<file path="src/rtl/spif_defs.vh">
`ifndef SPIF_DEFS_VH
`define SPIF_DEFS_VH
// ==========================================
// register byte offsets
`define SPIF_ADDR_MODE     8'h00
`define SPIF_ADDR_MASK     8'h04
`define SPIF_ADDR_PINSEL   8'h08
`define SPIF_ADDR_STAT     8'h0c
// ==========================================
// reset values
`define SPIF_RST_MODE      16'h0000
`define SPIF_RST_MASK      16'hffff
`define SPIF_RST_PINSEL    14'h3fff
// ==========================================
// serial_if_mode_cfg fields
`define SPIF_F_TYPE_LO     0
`define SPIF_F_TYPE_HI     1
`define SPIF_F_MUX1        2
`define SPIF_F_MUX2        3
`define SPIF_F_MUX3        4
`define SPIF_F_TEST_LO     5
`define SPIF_F_TEST_HI     6
`define SPIF_F_DRT_LO      7
`define SPIF_F_DRT_HI      8
`define SPIF_F_B1RT_LO     9
`define SPIF_F_B1RT_HI     10
`define SPIF_F_B2RT_LO     11
`define SPIF_F_B2RT_HI     12
// shared multiplexed interface types
`define SPIF_TYPE_HIGHWAY  2'h0
`define SPIF_TYPE_LINK     2'h1
`define SPIF_TYPE_GCBUS    2'h2
// test modes
`define SPIF_TEST_NONE     2'h0
`define SPIF_TEST_ECHO     2'h1
`define SPIF_TEST_LOOP     2'h2
// ==========================================
// pin order inside one controller's group of seven
`define SPIF_PIN_TXD       0
`define SPIF_PIN_TCLK      1
`define SPIF_PIN_RXD       2
`define SPIF_PIN_RCLK      3
`define SPIF_PIN_RTS       4
`define SPIF_PIN_CTS       5
`define SPIF_PIN_CD        6
// ==========================================
// frame layout, 10-bit link variant
`define SPIF_FRAME_BITS    20
`define SPIF_LAST_BIT      5'h13
`define SPIF_B1_FIRST      5'h00
`define SPIF_B1_LAST       5'h07
`define SPIF_D1_POS        5'h08
`define SPIF_M_POS         5'h09
`define SPIF_B2_FIRST      5'h0a
`define SPIF_B2_LAST       5'h11
`define SPIF_D2_POS        5'h12
`define SPIF_A_POS         5'h13
// ==========================================
// timing
`define SPIF_CLK_MHZ       50
`define SPIF_FRAME_US      125
`endif

</file>
<file path="src/rtl/spif_regs.v">
`include "spif_defs.vh"

module spif_regs (
  // clock and reset
  input  wire        pclk,
  input  wire        presetn,
  // apb slave
  input  wire [7:0]  paddr,
  input  wire        psel,
  input  wire        penable,
  input  wire        pwrite,
  input  wire [31:0] pwdata,
  output reg  [31:0] prdata,
  output wire        pready,
  output reg         pslverr,
  // register contents
  output reg  [15:0] mode_ff,
  output reg  [15:0] mask_ff,
  output reg  [13:0] pinsel_ff,
  input  wire [15:0] status
);

  // ==========================================
  // decode
  wire       setup   = psel & ~penable;
  wire       access  = psel & penable;
  wire       hit_md  = (paddr == `SPIF_ADDR_MODE);
  wire       hit_mk  = (paddr == `SPIF_ADDR_MASK);
  wire       hit_ps  = (paddr == `SPIF_ADDR_PINSEL);
  wire       hit_st  = (paddr == `SPIF_ADDR_STAT);
  wire       mapped  = hit_md | hit_mk | hit_ps | hit_st;
  reg [31:0] nxt_rd;

  assign pready = 1'b1;

  always @* begin
    nxt_rd = 32'h0000_0000;
    if (hit_md) nxt_rd = {16'h0000, mode_ff};
    if (hit_mk) nxt_rd = {16'h0000, mask_ff};
    if (hit_ps) nxt_rd = {18'h00000, pinsel_ff};
    if (hit_st) nxt_rd = {16'h0000, status};
  end

  // ==========================================
  // storage; writes take effect in the access cycle
  always @(posedge pclk or negedge presetn) begin
    if (!presetn) begin
      mode_ff   <= `SPIF_RST_MODE;
      mask_ff   <= `SPIF_RST_MASK;
      pinsel_ff <= `SPIF_RST_PINSEL;
      prdata    <= 32'h0000_0000;
      pslverr   <= 1'b0;
    end else begin
      if (setup) begin
        prdata  <= pwrite ? 32'h0000_0000 : nxt_rd;
        pslverr <= ~mapped;
      end
      if (access & pwrite) begin
        if (hit_md) mode_ff   <= pwdata[15:0];
        if (hit_mk) mask_ff   <= pwdata[15:0];
        if (hit_ps) pinsel_ff <= pwdata[13:0];
      end
    end
  end

endmodule // spif_regs

</file>
<file path="src/rtl/spif_top.v">
`include "spif_defs.vh"
// Behaviour
// - four attachments: modem pins, highway, interchip link, general circuit bus; highway and bus types have no frame logic
// - each controller owns seven modem pins in non-multiplexed mode
// - second controller pins individually shared with parallel port lines
// - third controller data/clock pins to parallel port, handshakes to three-wire port
// - multiplexed interface uses first controller pins; first always joins
// - second and third may join the mux, freeing their own pins
// - baud clock on baud pin when non-multiplexed, on tclk pin when joined
// - only five join combinations; mux membership needs first controller
// - one shared mux type for every joined controller
// - echo mode retransmits the whole received link signal
// - loopback feeds own transmitted signal into serial controller receive path; management receive still samples link receive
// - five channels B1 B2 D A M in 20-bit frame per 125 us
// - device is link slave, timed only by link clock and sync
// - only the 10-bit link variant is supported
// - two B strobes active during unmasked B1/B2 bits
// - link transmit driven only in supported bits, released otherwise
// - link receive sampled only during the 20 frame bits
// - the 20 link clock periods after sync pulse form the frame
// - request output asks for D channel, grant input answers
// - frame control channels handled by the two management controllers
// - grant sampled at a sync seen while idle; D stops on grant drop, resumes after such a sync
// - D B1 B2 routable to any controller; M first mgmt, A second
// - B bits received and sent only where the mask enables them

module spif_top #(
  parameter FRAME_CYC = `SPIF_FRAME_US * `SPIF_CLK_MHZ
) (
  // clock and reset
  input  wire        pclk,
  input  wire        presetn,
  // apb slave
  input  wire [7:0]  paddr,
  input  wire        psel,
  input  wire        penable,
  input  wire        pwrite,
  input  wire [31:0] pwdata,
  output wire [31:0] prdata,
  output wire        pready,
  output wire        pslverr,
  // serial controllers, bit k is controller k
  input  wire [2:0]  ctrl_txd,
  input  wire [2:0]  ctrl_rts,
  input  wire [2:0]  ctrl_baud,
  input  wire [2:0]  ctrl_dreq,
  output reg  [2:0]  ctrl_rxd,
  output reg  [2:0]  ctrl_tclk,
  output reg  [2:0]  ctrl_rclk,
  output reg  [2:0]  ctrl_cts,
  output reg  [2:0]  ctrl_cd,
  output reg  [2:0]  ctrl_tx_take,
  output reg  [2:0]  ctrl_rx_vld,
  output reg         d_collision,
  // management controllers, bit 0 first, bit 1 second
  input  wire [1:0]  mgmt_txd,
  output reg  [1:0]  mgmt_rxd,
  output reg  [1:0]  mgmt_tx_take,
  output reg  [1:0]  mgmt_rx_vld,
  // modem pins, index controller*7 + pin
  input  wire [20:0] nm_pin_i,
  output reg  [20:0] nm_pin_o,
  output reg  [20:0] nm_pin_oe,
  output reg  [2:0]  baud_gen_out,
  // alternate owners: parallel port, three-wire port
  input  wire [20:0] alt_o,
  input  wire [20:0] alt_oe,
  output reg  [20:0] alt_i,
  // interchip link
  input  wire        link_clock_in,
  input  wire        link_frame_sync,
  input  wire        link_rx_in,
  output reg         link_tx_o,
  output reg         link_tx_oe,
  output reg         dchan_request,
  input  wire        dchan_grant,
  output reg         b_strobe_one,
  output reg         b_strobe_two
);

  // ==========================================
  // registers
  wire [15:0] mode_ff;
  wire [15:0] mask_ff;
  wire [13:0] pinsel_ff;
  wire [15:0] status;

  spif_regs u_regs (
    .pclk      (pclk),
    .presetn   (presetn),
    .paddr     (paddr),
    .psel      (psel),
    .penable   (penable),
    .pwrite    (pwrite),
    .pwdata    (pwdata),
    .prdata    (prdata),
    .pready    (pready),
    .pslverr   (pslverr),
    .mode_ff   (mode_ff),
    .mask_ff   (mask_ff),
    .pinsel_ff (pinsel_ff),
    .status    (status)
  );

  // ==========================================
  // configuration decode
  wire [1:0] mux_type = mode_ff[`SPIF_F_TYPE_HI:`SPIF_F_TYPE_LO];
  wire [1:0] test_md  = mode_ff[`SPIF_F_TEST_HI:`SPIF_F_TEST_LO];
  wire [1:0] d_rt     = mode_ff[`SPIF_F_DRT_HI:`SPIF_F_DRT_LO];
  wire [1:0] b1_rt    = mode_ff[`SPIF_F_B1RT_HI:`SPIF_F_B1RT_LO];
  wire [1:0] b2_rt    = mode_ff[`SPIF_F_B2RT_HI:`SPIF_F_B2RT_LO];
  wire       mux_on   = mode_ff[`SPIF_F_MUX1];
  // others join only behind the first, giving the five combinations
  wire [2:0] joined   = {mux_on & mode_ff[`SPIF_F_MUX3],
                         mux_on & mode_ff[`SPIF_F_MUX2], mux_on};
  // one type serves every joined controller
  wire       link_md  = mux_on & (mux_type == `SPIF_TYPE_LINK);
  wire       echo_md  = (test_md == `SPIF_TEST_ECHO);
  wire       loop_md  = (test_md == `SPIF_TEST_LOOP);
  // pin owners: 1 = controller, 0 = alternate function
  wire [20:0] pin_own = {pinsel_ff[13:7], pinsel_ff[6:0], 7'h7f};

  // ==========================================
  // modem pin routing
  wire [20:0] nxt_pin_o;
  wire [20:0] nxt_pin_oe;
  wire [20:0] nxt_alt_i;
  genvar gi;
  generate
    for (gi = 0; gi < 21; gi = gi + 1) begin : g_pin
      localparam K = gi / 7;
      localparam J = gi % 7;
      // joined pins are free except tclk, which carries the baud clock
      wire own = pin_own[gi] & (~joined[K] | (J == `SPIF_PIN_TCLK)) &
                 ~(K == 0 && joined[0] && J != `SPIF_PIN_TCLK);
      wire cval = (J == `SPIF_PIN_TXD)  ? ctrl_txd[K] :
                  (J == `SPIF_PIN_RTS)  ? ctrl_rts[K] :
                  (J == `SPIF_PIN_TCLK) ? ctrl_baud[K] : 1'b0;
      wire coe  = (J == `SPIF_PIN_TXD) | (J == `SPIF_PIN_RTS) |
                  ((J == `SPIF_PIN_TCLK) & joined[K]);
      assign nxt_pin_o[gi]  = own ? cval : alt_o[gi];
      assign nxt_pin_oe[gi] = own ? coe : alt_oe[gi];
      assign nxt_alt_i[gi]  = own ? 1'b0 : nm_pin_i[gi];
    end
  endgenerate

  // ==========================================
  // link frame sequencer, all timing from link clock edges
  localparam ST_IDLE  = 3'b001;
  localparam ST_ARMED = 3'b010;
  localparam ST_FRAME = 3'b100;

  reg  [2:0]  state_ff;
  reg  [2:0]  nxt_state;
  reg         lclk_ff;
  reg  [4:0]  idx_ff;
  reg  [4:0]  nxt_idx;
  reg  [4:0]  cur_ch_ff;
  reg  [3:0]  cur_pos_ff;
  reg  [1:0]  cur_rt_ff;
  reg         cur_en_ff;
  reg         gnt_ok_ff;
  reg         rx_last_ff;
  reg         sync_lost_ff;
  reg  [15:0] wd_ff;

  wire lrise = link_clock_in & ~lclk_ff;
  wire lfall = ~link_clock_in & lclk_ff;
  wire start = lrise & (state_ff[1] | (state_ff[2] & (idx_ff != `SPIF_LAST_BIT)));

  always @* begin
    nxt_state = state_ff;
    nxt_idx   = idx_ff;
    case (state_ff)
      ST_IDLE: begin
        if (lrise & link_md & link_frame_sync) nxt_state = ST_ARMED;
      end
      ST_ARMED: begin
        if (lrise) begin
          nxt_state = ST_FRAME;
          nxt_idx   = 5'h00;
        end
      end
      ST_FRAME: begin
        if (lrise) begin
          if (idx_ff == `SPIF_LAST_BIT)
            nxt_state = (link_md & link_frame_sync) ? ST_ARMED : ST_IDLE;
          else
            nxt_idx = idx_ff + 5'h01;
        end
      end
      default: nxt_state = ST_IDLE;
    endcase
    if (!link_md) nxt_state = ST_IDLE;
  end

  // channel of the bit that starts: {b1, b2, d, m, a}
  reg [4:0] ch;
  reg [3:0] pos;
  always @* begin
    ch  = 5'h00;
    pos = 4'h0;
    if (nxt_idx <= `SPIF_B1_LAST) begin
      ch  = 5'h10;
      pos = {1'b0, nxt_idx[2:0]};
    end else if (nxt_idx == `SPIF_D1_POS || nxt_idx == `SPIF_D2_POS) begin
      ch = 5'h04;
    end else if (nxt_idx == `SPIF_M_POS) begin
      ch = 5'h02;
    end else if (nxt_idx <= `SPIF_B2_LAST) begin
      ch  = 5'h08;
      pos = 4'h8 + {1'b0, nxt_idx[2:0] - 3'h2};
    end else begin
      ch = 5'h01;
    end
  end

  // per-bit transmit decision
  reg  [1:0] rt;
  reg        en;
  reg        dbit;
  always @* begin
    rt   = 2'h0;
    en   = 1'b0;
    dbit = 1'b1;
    if (ch[4]) begin
      rt = b1_rt;
      en = mask_ff[pos] & joined[b1_rt];
    end else if (ch[3]) begin
      rt = b2_rt;
      en = mask_ff[pos] & joined[b2_rt];
    end else if (ch[2]) begin
      rt = d_rt;
      en = joined[d_rt];
    end else begin
      en = 1'b1;
    end
    if (ch[1]) dbit = mgmt_txd[0];
    else if (ch[0]) dbit = mgmt_txd[1];
    else dbit = ctrl_txd[rt];
  end

  wire d_go = gnt_ok_ff & dchan_grant & dchan_request;
  wire tx_en = en & (~ch[2] | d_go);

  always @(posedge pclk or negedge presetn) begin
    if (!presetn) begin
      state_ff     <= ST_IDLE;
      lclk_ff      <= 1'b0;
      idx_ff       <= 5'h00;
      cur_ch_ff    <= 5'h00;
      cur_pos_ff   <= 4'h0;
      cur_rt_ff    <= 2'h0;
      cur_en_ff    <= 1'b0;
      gnt_ok_ff    <= 1'b0;
      rx_last_ff   <= 1'b1;
      sync_lost_ff <= 1'b0;
      wd_ff        <= 16'h0000;
      link_tx_o    <= 1'b1;
      link_tx_oe   <= 1'b0;
      dchan_request <= 1'b0;
      b_strobe_one <= 1'b0;
      b_strobe_two <= 1'b0;
      ctrl_tx_take <= 3'h0;
      ctrl_rx_vld  <= 3'h0;
      ctrl_rxd     <= 3'h0;
      mgmt_tx_take <= 2'h0;
      mgmt_rx_vld  <= 2'h0;
      mgmt_rxd     <= 2'h0;
      d_collision  <= 1'b0;
    end else begin
      state_ff      <= nxt_state;
      idx_ff        <= nxt_idx;
      lclk_ff       <= link_clock_in;
      dchan_request <= link_md & joined[d_rt] & ctrl_dreq[d_rt];
      ctrl_tx_take  <= 3'h0;
      ctrl_rx_vld   <= 3'h0;
      mgmt_tx_take  <= 2'h0;
      mgmt_rx_vld   <= 2'h0;
      d_collision   <= 1'b0;
      // missing sync watchdog over two frame periods
      if (lrise & link_frame_sync) begin
        wd_ff        <= 16'h0000;
        sync_lost_ff <= 1'b0;
      end else if (link_md && wd_ff < FRAME_CYC[15:0] + FRAME_CYC[15:0]) begin
        wd_ff <= wd_ff + 16'h0001;
      end else if (link_md) begin
        sync_lost_ff <= 1'b1;
      end
      if (lrise & state_ff[0] & link_frame_sync)
        gnt_ok_ff <= dchan_grant;
      if (start) begin
        cur_ch_ff    <= ch;
        cur_pos_ff   <= pos;
        cur_rt_ff    <= rt;
        cur_en_ff    <= en & ~echo_md;
        b_strobe_one <= ch[4] & mask_ff[pos];
        b_strobe_two <= ch[3] & mask_ff[pos];
        if (echo_md) begin
          link_tx_o  <= rx_last_ff;
          link_tx_oe <= 1'b1;
        end else begin
          link_tx_o  <= dbit;
          link_tx_oe <= tx_en;
          if (tx_en & ~ch[1] & ~ch[0]) ctrl_tx_take[rt] <= 1'b1;
          if (ch[1]) mgmt_tx_take[0] <= 1'b1;
          if (ch[0]) mgmt_tx_take[1] <= 1'b1;
        end
        if (ch[2] & gnt_ok_ff & ~dchan_grant) begin
          gnt_ok_ff   <= 1'b0;
          d_collision <= dchan_request;
        end
      end else if (lrise | ~link_md) begin
        link_tx_oe   <= 1'b0;
        b_strobe_one <= 1'b0;
        b_strobe_two <= 1'b0;
      end
      // sample mid-bit, only inside the frame
      if (lfall & state_ff[2]) begin
        rx_last_ff <= loop_md ? (link_tx_oe ? link_tx_o : 1'b1) : link_rx_in;
        if (cur_ch_ff[1]) begin
          mgmt_rxd[0]    <= link_rx_in;
          mgmt_rx_vld[0] <= 1'b1;
        end else if (cur_ch_ff[0]) begin
          mgmt_rxd[1]    <= link_rx_in;
          mgmt_rx_vld[1] <= 1'b1;
        end else if (cur_en_ff) begin
          ctrl_rxd[cur_rt_ff]    <= loop_md ? (link_tx_oe ? link_tx_o : 1'b1) : link_rx_in;
          ctrl_rx_vld[cur_rt_ff] <= 1'b1;
        end
      end
      // non-joined controllers see their own modem pins
      if (~joined[0]) ctrl_rxd[0] <= nm_pin_i[`SPIF_PIN_RXD];
      if (~joined[1]) ctrl_rxd[1] <= nm_pin_i[7 + `SPIF_PIN_RXD];
      if (~joined[2]) ctrl_rxd[2] <= nm_pin_i[14 + `SPIF_PIN_RXD];
    end
  end

  // ==========================================
  // modem pin and controller-side registers
  integer k;
  always @(posedge pclk or negedge presetn) begin
    if (!presetn) begin
      nm_pin_o     <= 21'h000000;
      nm_pin_oe    <= 21'h000000;
      alt_i        <= 21'h000000;
      baud_gen_out <= 3'h0;
      ctrl_tclk    <= 3'h0;
      ctrl_rclk    <= 3'h0;
      ctrl_cts     <= 3'h0;
      ctrl_cd      <= 3'h0;
    end else begin
      nm_pin_o  <= nxt_pin_o;
      nm_pin_oe <= nxt_pin_oe;
      alt_i     <= nxt_alt_i;
      for (k = 0; k < 3; k = k + 1) begin
        baud_gen_out[k] <= joined[k] ? 1'b0 : ctrl_baud[k];
        ctrl_tclk[k] <= joined[k] ? link_clock_in : nm_pin_i[k*7 + `SPIF_PIN_TCLK];
        ctrl_rclk[k] <= joined[k] ? link_clock_in : nm_pin_i[k*7 + `SPIF_PIN_RCLK];
        ctrl_cts[k]  <= joined[k] ? 1'b0 : nm_pin_i[k*7 + `SPIF_PIN_CTS];
        ctrl_cd[k]   <= joined[k] ? 1'b0 : nm_pin_i[k*7 + `SPIF_PIN_CD];
      end
    end
  end

  assign status = {3'h0, idx_ff, state_ff, sync_lost_ff, joined[2:1],
                   dchan_request, gnt_ok_ff};

endmodule // spif_top

</file>
<file path="config.mk">
export PLATFORM = sky130hd
export DESIGN_NAME = spif_top
export DESIGN_NICKNAME = d
export VERILOG_FILES = /design/src/rtl/spif_regs.v /design/src/rtl/spif_top.v
export VERILOG_INCLUDE_DIRS = /design/src /design/src/rtl
export SDC_FILE = /design/constraint.sdc
export NUM_CORES = 1
export LEC_CHECK = 0
export BUFFER_PORTS_ARGS = -buffer_cell sky130_fd_sc_hd__clkbuf_2
export CAP_MARGIN = 25
export CORE_MARGIN = 5
export CORE_UTILIZATION = 40
export CTS_CLUSTER_DIAMETER = 150
export CTS_CLUSTER_SIZE = 30
export DETAILED_ROUTE_END_ITERATION = 8
export GPL_TIMING_DRIVEN = 0
export PLACE_DENSITY = 0.69
export SETUP_SLACK_MARGIN = 0.05
export SKIP_CTS_REPAIR_TIMING = 1
export SYNTH_ARGS = -nofsm -noshare
export SYNTH_HDL_FRONTEND = slang
export SYNTH_SLANG_ARGS = --single-unit
</file>
<file path="constraint.sdc">
create_clock -name pclk -period 5.9 [get_ports pclk]
set_clock_uncertainty 0.05 [all_clocks]
set_input_delay 1.18 -clock pclk [delete_from_list [all_inputs] [get_ports pclk]]
set_output_delay 1.18 -clock pclk [all_outputs]
set_load 0.1 [all_outputs]
</file>
==> summary.md, run 1 <==
| Metric | Value |
|---|---|
| Run status | `complete, no violations` |
| Critical path cell sequence | `clkbuf_2 > nand2b_1 > nor4_4 > a22o_1 > buf_4 > inv_2 > ha_1 > mux2i_2 > o32ai_4 > a21boi_2 > mux4_2 > or4_4 > a31oi_4 > nor4_1` |
| Syn Area/Cell | `11.6 sq um` |
| VDD IR max | `0.000222 V` |
| Detailed Route WL | `23400 microns` |
| Slew Limit Fails | `0` |
| Yosys cell types | `72` |
| PwrDens | `271 mW/mm^2` |
| Core area | `0.0211 sq mm` |
| CTS H-tree depth | `4` |
| Worst Hold End | `nm_pin_oe[1]$_DFF_PN0_` |
| Largest net degree at the start of global routing | `107` |
| Layout area overhead | `24.4%` |
| Fraction of layout cells with a size suffix above 1 | `38.6%` |
| Drt pass-1 iters | `5` |
| Max Freq | `223 MHz` |
| Min-Delay Path Class | `reg -> reg` |
| Reg2reg start | `idx_ff[0]$_DFF_PN0_` |
| DRC | `0` |
| Vias in the first global route | `6646` |
| I/O Buffers | `221` |
| Ports | `259` |
| Area of the multi-input gates | `0.00339 sq mm` |
| Most frequent cells in the layout | `220 x clkbuf_2, 161 x dfrtp_1, 71 x nand2_1` |
| FF+latch count, synth | `194` |
| Max-slew headroom | `30.4%` |
| Max Fanout on Critical Path | `9` |
| Setup ws final | `1.42 ns` |
| Fin crit period | `4.48 ns` |
| Filler cells | `1967` |
| CP bufs+invs | `3` |
| Tcrit/Tclk final | `75.9%` |
| Grt met1 use | `26.4%` |
| Grt peak-use layer | `met2` |
| Crit-path slowest cell | `or4_4` |
| Total chip power | `2.90 mW` |
| Commonest non-fill, non-tap cell in the layout | `clkbuf_2` |
| # rows | `53` |
| Register area | `0.00490 sq mm` |
| Initial Utilization | `40.7%` |
| Avg Vias per Cell | `5.06` |
| Post-synthesis sequential area ratio | `57.0%` |
| Reg2Reg Depth | `13` |
| Initial antenna violation count | `1` |
| Hpwl dp | `17800 microns` |
| Die area | `0.0245 sq mm` |
| Clk Latency, worst-skew pair | `0.43 ns` |
| Final #Nets | `1131` |
| Met2 Resource Use GR | `31.0%` |
| R2r setup slk | `1.65 ns` |
| CP peak stage delay | `0.51 ns` |
| CTS Buffer Depth | `2` |
| Post-Syn Instances | `743` |
| Setup TNS Final | `0 ns` |
| Met3 Use GR | `5.09%` |
| Hold_ws | `0.418 ns` |
| Worst Setup SP | `link_clock_in` |
| Drt wl/cell | `18.2 microns` |
| Die Span Y | `157 microns` |
| Via count | `6526` |
| Total Routing Usage GR | `19.5%` |
| CP endpoint kind | `flop` |
| Required @ worst endpoint | `6.12 ns` |
| Num CTS Buffers | `17` |
| Placed cell count | `1257` |
| GPL Wtd Cong | `0.909` |
| Clk sinks | `194` |
| Critical path class | `in -> reg` |
| Ant. Diodes | `0` |
| Placed Area | `0.0101 sq mm` |
| Syn. warnings | `0` |
| Pre-CTS setup slack | `1.01 ns` |
| DR iter-0 viols | `355` |
| Post-synth EDFFs | `0` |
| Crit. path cell count | `14` |
| Hold Fails Final Rpt | `0` |
| Antenna viol nets, final | `0` |
| Min-delay src | `u_regs.mode_ff[2]$_DFFE_PN0P_` |
| Clock transition at path regs | `0.06 ns` |
| Synth Cell Area | `0.00859 sq mm` |
| Top delay family on crit path | `simple AND/OR/NAND/NOR gates` |
| R2R Path End | `ctrl_tx_take[2]$_DFF_PN0_` |
| CTS tree | `yes` |
| Global-route wire length before repair | `36800 microns` |
| Final Setup Violations | `0` |
| Worst EP arrival | `4.70 ns` |
| Synth Flop Type | `dfrtp_1` |
| Finished Layout Cells | `1289` |
| Final core occ | `50.6%` |
| Die width | `157 microns` |
| Hold path depth | `0` |
| Clk root buf | `clkbuf_16` |
| CP startpoint kind | `primary input` |
| Lkg Pwr | `5.17 nW` |
| Max cap viols | `0` |
| RSZ-0062 raised after global routing | `no` |
| Worst slew pin tran | `1.03 ns` |
| Final instance area | `0.0107 sq mm` |
| Synth async-reset ratio | `100%` |
| Grt total ovfl | `0` |
[synthesized netlist by cell type, types with 3 or more instances]
cell,n,share of area [%]
or3_1,3,0.22
a21boi_0,24,2.1
nand2b_1,16,1.2
buf_4,21,1.8
nor2b_1,12,0.87
o211ai_1,5,0.44
xor2_1,6,0.61
o21ai_0,25,1.5
and3_1,5,0.36
nor4_1,5,0.36
a31oi_1,4,0.29
dfstp_2,33,10
dfrtp_1,161,47
clkbuf_1,26,1.1
a21oi_1,24,1.4
and2_1,26,1.9
mux2i_1,20,2.3
nand4_1,6,0.44
nor3_1,9,0.52
buf_6,3,0.39
nand3_1,14,0.82
mux2_2,61,8.0
o31ai_1,19,1.7
nor2_1,52,2.3
nor3b_1,4,0.35
xnor2_1,4,0.41
nand3b_1,4,0.35
inv_1,16,0.70
nand2_1,71,3.1
o22ai_1,14,1.0
ha_1,4,0.58
[layout make-up]
cell class | instances | area share (%)
buffer | 50 | 2.71
clock buffer | 22 | 4.25
clock inverter | 10 | 0.808
inverter | 19 | 0.715
multi-input combinational | 496 | 31.7
sequential | 194 | 45.8
tap | 275 | 3.22
timing repair buffer | 223 | 10.7
[routing by layer]
metal / vias up / part of all wire [%]
met4: 2 / 1.8
met2: 225 / 48
li1: 3089 / -
met1: 3185 / 43
met5: - / 0.055
met3: 25 / 7.0
[flip-flops by register name, indices dropped and copies added (netlist names), 3 cells and up]
name              count
wd_ff                16
alt_i                20
nm_pin_oe            21
ctrl_rx_vld           3
state_ff              3
ctrl_tx_take          3
nm_pin_o             21
u_regs.mode_ff       16
ctrl_rclk             3
u_regs.prdata        16
ctrl_rxd              3
ctrl_cts              3
idx_ff                5
baud_gen_out          3
ctrl_cd               3
ctrl_tclk             3
u_regs.pinsel_ff     14
u_regs.mask_ff       16
[how the worst max path moves through the flow]
stage / to / slack [ns]
2_1_floorplan: link_tx_oe$_DFFE_PN0P_ / 1.81
3_3_place_gp: nm_pin_o[6]$_DFF_PN0_ / -0.15
3_5_place_dp: ctrl_tx_take[2]$_DFF_PN0_ / 1.01
4_1_cts: ctrl_tx_take[2]$_DFF_PN0_ / 1.46
5_1_grt: ctrl_tx_take[2]$_DFF_PN0_ / 1.22
6_report: ctrl_tx_take[2]$_DFF_PN0_ / 1.42
[cells by family after synthesis]
logic type	share of synthesized area, %
AOI/OAI and AO/OA	11.6
xor gates and xnor gates	1.21
adders and majority gates	0.583
buffers and inverters	4.25
DFF	57.0
muxes	11.0
other	0.0874
and+or+nand+nor	14.3
[power breakdown]
group          switching [mW]  internal [mW]
logic                   0.341         0.0873
clock network           0.495          0.590
registers              0.0172           1.37
total                   0.853           2.04
Power figures use the tool's default switching activity.
==> inputs of run 2 (changes only) <==
Settings changed: PLACE_DENSITY 0.69 to 0.71.
Clock period 5.9 ns to 3.6 ns, I/O delays scaled along.
==> summary.md, run 2 (synthesized netlist as in run 1, its figures left out) <==
| Metric | Value |
|---|---|
| Hpwl dp | `17700 microns` |
| Die Span Y | `157 microns` |
| CP startpoint kind | `flop` |
| Die width | `157 microns` |
| Via count | `6583` |
| Largest regs | `nm_pin_o x21, nm_pin_oe x21, alt_i x20` |
| GPL Wtd Cong | `0.909` |
| Clk sinks | `194` |
| CTS tree | `yes` |
| Ant. Diodes | `0` |
| Final Setup Violations | `5` |
| Max Fanout on Critical Path | `10` |
| Max cap viols | `0` |
| Lkg Pwr | `5.31 nW` |
| CP peak stage delay | `0.60 ns` |
| Ports | `259` |
| Hold Fails Final Rpt | `0` |
| Final #Nets | `1146` |
| Top delay family on crit path | `simple AND/OR/NAND/NOR gates` |
| Total chip power | `5.02 mW` |
| Min-Delay Path Class | `in -> async` |
| Filler cells | `1925` |
| Drt wl/cell | `18.0 microns` |
| Reg2reg start | `state_ff[1]$_DFFE_PN0P_` |
| Placed Area | `0.0102 sq mm` |
| Antenna viol nets, final | `0` |
| Most frequent cells in the layout | `221 x clkbuf_2, 159 x dfrtp_1, 71 x nand2_1` |
| Met3 Use GR | `5.28%` |
| CTS Buffer Depth | `2` |
| Fraction of layout cells with a size suffix above 1 | `40.9%` |
| Num CTS Buffers | `17` |
| DR iter-0 viols | `432` |
| PwrDens | `456 mW/mm^2` |
| Max-slew headroom | `48.2%` |
| Global-route wire length before repair | `36900 microns` |
| Crit-path slowest cell | `mux4_2` |
| RSZ-0062 raised after global routing | `yes` |
| Fin crit period | `3.72 ns` |
| CP endpoint kind | `flop` |
| Critical path class | `reg -> reg` |
| Slew Limit Fails | `0` |
| CTS H-tree depth | `4` |
| Setup ws final | `-0.118 ns` |
| Detailed Route WL | `23500 microns` |
| Run status | `complete, but fails checks` |
| Avg Vias per Cell | `5.05` |
| Clk root buf | `clkbuf_16` |
| Die area | `0.0245 sq mm` |
| Clock transition at path regs | `0.07 ns` |
| Grt peak-use layer | `met2` |
| Commonest non-fill, non-tap cell in the layout | `clkbuf_2` |
| Total Routing Usage GR | `19.5%` |
| Failing checks | `setup timing` |
| Tcrit/Tclk final | `103%` |
| # rows | `53` |
| CP bufs+invs | `3` |
| Required @ worst endpoint | `3.86 ns` |
| VDD IR max | `0.000359 V` |
| Critical path cell sequence | `buf_6 > or3b_4 > buf_8 > nor4b_1 > a21o_1 > buf_4 > o21ai_1 > a31oi_4 > mux4_2 > or4_4 > a31oi_4 > o21ai_1` |
| Layout area overhead | `28.1%` |
| Max Freq | `269 MHz` |
| I/O Buffers | `221` |
| Initial antenna violation count | `0` |
| Clk Latency, worst-skew pair | `0.43 ns` |
| Core area | `0.0211 sq mm` |
| Largest net degree at the start of global routing | `115` |
| Final core occ | `52.2%` |
| Final instance area | `0.0110 sq mm` |
| Worst EP arrival | `3.97 ns` |
| Reg2Reg Depth | `12` |
| Met2 Resource Use GR | `31.6%` |
| Worst slew pin tran | `0.774 ns` |
| Initial Utilization | `40.7%` |
| DRC | `0` |
| Vias in the first global route | `6658` |
| Grt total ovfl | `0` |
| Grt met1 use | `26.3%` |
| R2R Path End | `cur_en_ff$_DFFE_PN0P_` |
| R2r setup slk | `-0.12 ns` |
| Drt pass-1 iters | `5` |
[run 2: cell types whose count changed in the layout (fill, tap and decap cells not counted), moves of 2 or more]
cell	before	now
buf_4	21	34
bufinv_16	1	4
clkbuf_1	30	28
clkinv_2	5	1
clkinv_4	1	3
dfrtp_1	161	159
dfrtp_2	0	2
ha_1	4	2
ha_4	0	2
[run 2: per-layer routing]
layer / vias to the layer above / part of all wire (%)
met2: 236 / 48
met5: - / 0
met1: 3210 / 42
met3: 17 / 8.0
met4: 0 / 1.3
li1: 3120 / -
[run 2: power by group]
part | total (mW) | switching [mW] | internal (mW)
Combinational | 0.713 | 0.563 | 0.150
Sequential | 2.27 | 0.0285 | 2.24
Clock | 2.04 | 0.830 | 1.21
[run 2: layout make-up]
class                   instances  area, sq um  share of cell area (%)
clock inverters                11          175                    1.59
well taps                     275          344                    3.13
inverters                      19         83.8                   0.762
repair buffers                238         1260                    11.5
flip-flops and latches        194         4900                    44.5
multi-input cells             496         3480                    31.6
clock buffers                  21          460                    4.19
plain buffers                  50          297                    2.70
[run 2: worst max-delay path by stage]
stage | cells past startpoint | slack [ns] | startpoint | endpoint
after global routing | 15 | -0.22 | state_ff[1]$_DFFE_PN0P_ | link_tx_oe$_DFFE_PN0P_
after CTS | 11 | -0.41 | idx_ff[0]$_DFF_PN0_ | ctrl_tx_take[2]$_DFF_PN0_
final | 12 | -0.12 | state_ff[1]$_DFFE_PN0P_ | cur_en_ff$_DFFE_PN0P_
after detailed placement | 10 | -0.72 | link_clock_in | ctrl_tx_take[0]$_DFF_PN0_
after global placement | 1 | -1.96 | presetn | nm_pin_o[6]$_DFF_PN0_
after floorplan | 13 | 0.05 | link_clock_in | link_tx_oe$_DFFE_PN0P_
[run 2: stage by stage]
| step | worst slack [ns] | hold WS, ns | TNS [ns] | std cells |
|---|---|---|---|---|
| after global routing | -0.217 | 0.314 | -1.04 | 1304 |
| after detailed placement | -0.724 | 0.405 | -10.26 | 1257 |
| after floorplan | 0.0528 | 0.337 | 0 | 759 |
| final | -0.118 | 0.256 | -0.503 | 1304 |
| after CTS | -0.410 | 0.301 | -3.21 | 1289 |
| after global placement | -1.96 | 0.410 | -341.61 | 1255 |
==> inputs of run 3 (changes only) <==
Settings changed: BUFFER_PORTS_ARGS -buffer_cell sky130_fd_sc_hd__clkbuf_2 to -buffer_cell sky130_fd_sc_hd__buf_2, GPL_TIMING_DRIVEN 0 to default.
==> summary.md, run 3 (synthesized netlist as in run 1, its figures left out) <==
| Metric | Value |
|---|---|
| Run status | `complete, no violations` |
| Final Setup Violations | `0` |
| Fin crit period | `3.49 ns` |
| Worst EP arrival | `3.74 ns` |
| Clk sinks | `194` |
| CTS tree | `yes` |
| Vias in the first global route | `6701` |
| CP startpoint kind | `flop` |
| Antenna viol nets, final | `0` |
| Crit. path cell count | `12` |
| Worst Setup EP | `link_tx_oe$_DFFE_PN0P_` |
| CP bufs+invs | `0` |
| Avg Vias per Cell | `5.10` |
| Critical path class | `reg -> reg` |
| DRC | `0` |
| Lkg Pwr | `5.29 nW` |
| Worst Setup SP | `idx_ff[0]$_DFF_PN0_` |
| Layout area overhead | `26.8%` |
| Min-Delay Path Class | `in -> async` |
| R2r setup slk | `0.11 ns` |
| Grt total ovfl | `0` |
| Largest regs | `nm_pin_o x21, nm_pin_oe x21, alt_i x20` |
| Most frequent cells in the layout | `221 x buf_2, 161 x dfrtp_1, 71 x nand2_1` |
| VDD IR max | `0.000319 V` |
| Max Freq | `286 MHz` |
| Register area | `0.00490 sq mm` |
| Reg2Reg Depth | `12` |
| Max-slew headroom | `44.5%` |
| Final #Nets | `1132` |
| Hold Fails Final Rpt | `0` |
| Drt wl/cell | `17.9 microns` |
| Drt pass-1 iters | `4` |
| Die area | `0.0245 sq mm` |
| Num CTS Buffers | `17` |
| Largest net degree at the start of global routing | `102` |
| DR iter-0 viols | `317` |
| Reg2reg start | `idx_ff[0]$_DFF_PN0_` |
| Initial antenna violation count | `3` |
| Total chip power | `4.86 mW` |
| # rows | `53` |
| Crit-path slowest cell | `or4bb_4` |
| Global-route wire length before repair | `36000 microns` |
| Max cap viols | `0` |
| Total Routing Usage GR | `18.9%` |
| Required @ worst endpoint | `3.84 ns` |
| PwrDens | `446 mW/mm^2` |
| CTS Buffer Depth | `2` |
| GPL Wtd Cong | `0.885` |
| Ports | `259` |
| Initial Utilization | `40.7%` |
| Area of the multi-input gates | `0.00345 sq mm` |
| Final core occ | `51.7%` |
| Filler cells | `1938` |
| Clk Latency, worst-skew pair | `0.43 ns` |
| CP endpoint kind | `flop` |
| Commonest non-fill, non-tap cell in the layout | `buf_2` |
| CP peak stage delay | `0.49 ns` |
| Top delay family on crit path | `compound AO/OA/AOI/OAI gates` |
| Clock transition at path regs | `0.07 ns` |
| Hpwl dp | `17400 microns` |
| Fraction of layout cells with a size suffix above 1 | `42.5%` |
| Critical path cell sequence | `ha_4 > or4bb_4 > o211ai_4 > a22oi_2 > ha_2 > mux2i_4 > o32ai_4 > a21boi_2 > mux4_2 > or4_4 > a31oi_4 > o31ai_2` |
| Core area | `0.0211 sq mm` |
| RSZ-0062 raised after global routing | `yes` |
| Tcrit/Tclk final | `97.0%` |
| I/O Buffers | `222` |
| Die width | `157 microns` |
| CTS H-tree depth | `4` |
| Die Span Y | `157 microns` |
| Max Fanout on Critical Path | `5` |
| Detailed Route WL | `23200 microns` |
| Slew Limit Fails | `0` |
| R2R Path End | `link_tx_oe$_DFFE_PN0P_` |
| Via count | `6600` |
| Worst slew pin tran | `0.832 ns` |
| Clk root buf | `clkbuf_16` |
[run 3: cell count changes in the layout (fill, tap and decap cells not counted), moves of 3 or more]
cell	before	now
buf_2	0	221
clkbuf_2	221	0
clkbuf_1	28	1
buf_4	34	49
diode_2	0	3
[run 3: area by class of cell]
type | instances | area share [%]
Antenna cell | 3 | 0.0689
Inverter | 19 | 0.701
Sequential cell | 194 | 44.9
Timing Repair Buffer | 274 | 14.1
Tap cell | 275 | 3.16
Multi-Input combinational cell | 496 | 31.6
Clock buffer | 18 | 3.94
Clock inverter | 14 | 1.41
[run 3: how the worst min path moves through the flow]
stage | startpoint | to | slack [ns] | depth (start not counted)
after floorplan | u_regs.mode_ff[2]$_DFFE_PN0P_ | nm_pin_oe[1]$_DFF_PN0_ | 0.34 | 0
after global placement | u_regs.prdata[12]$_DFFE_PN0P_ | u_regs.prdata[12]$_DFFE_PN0P_ | 0.41 | 2
after detailed placement | u_regs.prdata[7]$_DFFE_PN0P_ | u_regs.prdata[7]$_DFFE_PN0P_ | 0.41 | 2
after CTS | ctrl_baud[0] | nm_pin_o[1]$_DFF_PN0_ | 0.34 | 1
after global routing | ctrl_baud[0] | nm_pin_o[1]$_DFF_PN0_ | 0.34 | 1
final | presetn | u_regs.prdata[14]$_DFFE_PN0P_ | 0.31 | 1
[run 3: report_power, final]
part           leakage [nW]  total [mW]  internal, mW  switching (mW)
registers              2.40        2.27          2.24          0.0269
logic                  2.61       0.704         0.144           0.560
clock network         0.283        1.89          1.03           0.857
total                  5.29        4.86          3.42            1.44
[run 3: routing by layer]
layer	up-vias	part of all wire [%]	GRT usage, %	wire, microns
met3	37	8.1	5.53	1880
met4	2	2.5	5.95	573
met1	3241	41	24.4	9600
met2	238	48	30.8	11100
met5	-	0.056	0	13
li1	3082	-	-	-
[run 3: per-stage QoR]
step | instance area [sq um] | hold slack [ns] | setup slack [ns] | std cells | TNS (ns)
finish | 10900 | 0.310 | 0.106 | 1293 | 0
floorplan | 8670 | 0.337 | 0.0528 | 759 | 0
CTS | 10800 | 0.337 | 0.0316 | 1285 | 0
global route | 10900 | 0.341 | -0.0322 | 1292 | -0.0731
global placement | 10200 | 0.411 | -0.0193 | 1253 | -0.0219
detailed placement | 10200 | 0.414 | -0.0318 | 1253 | -0.0793
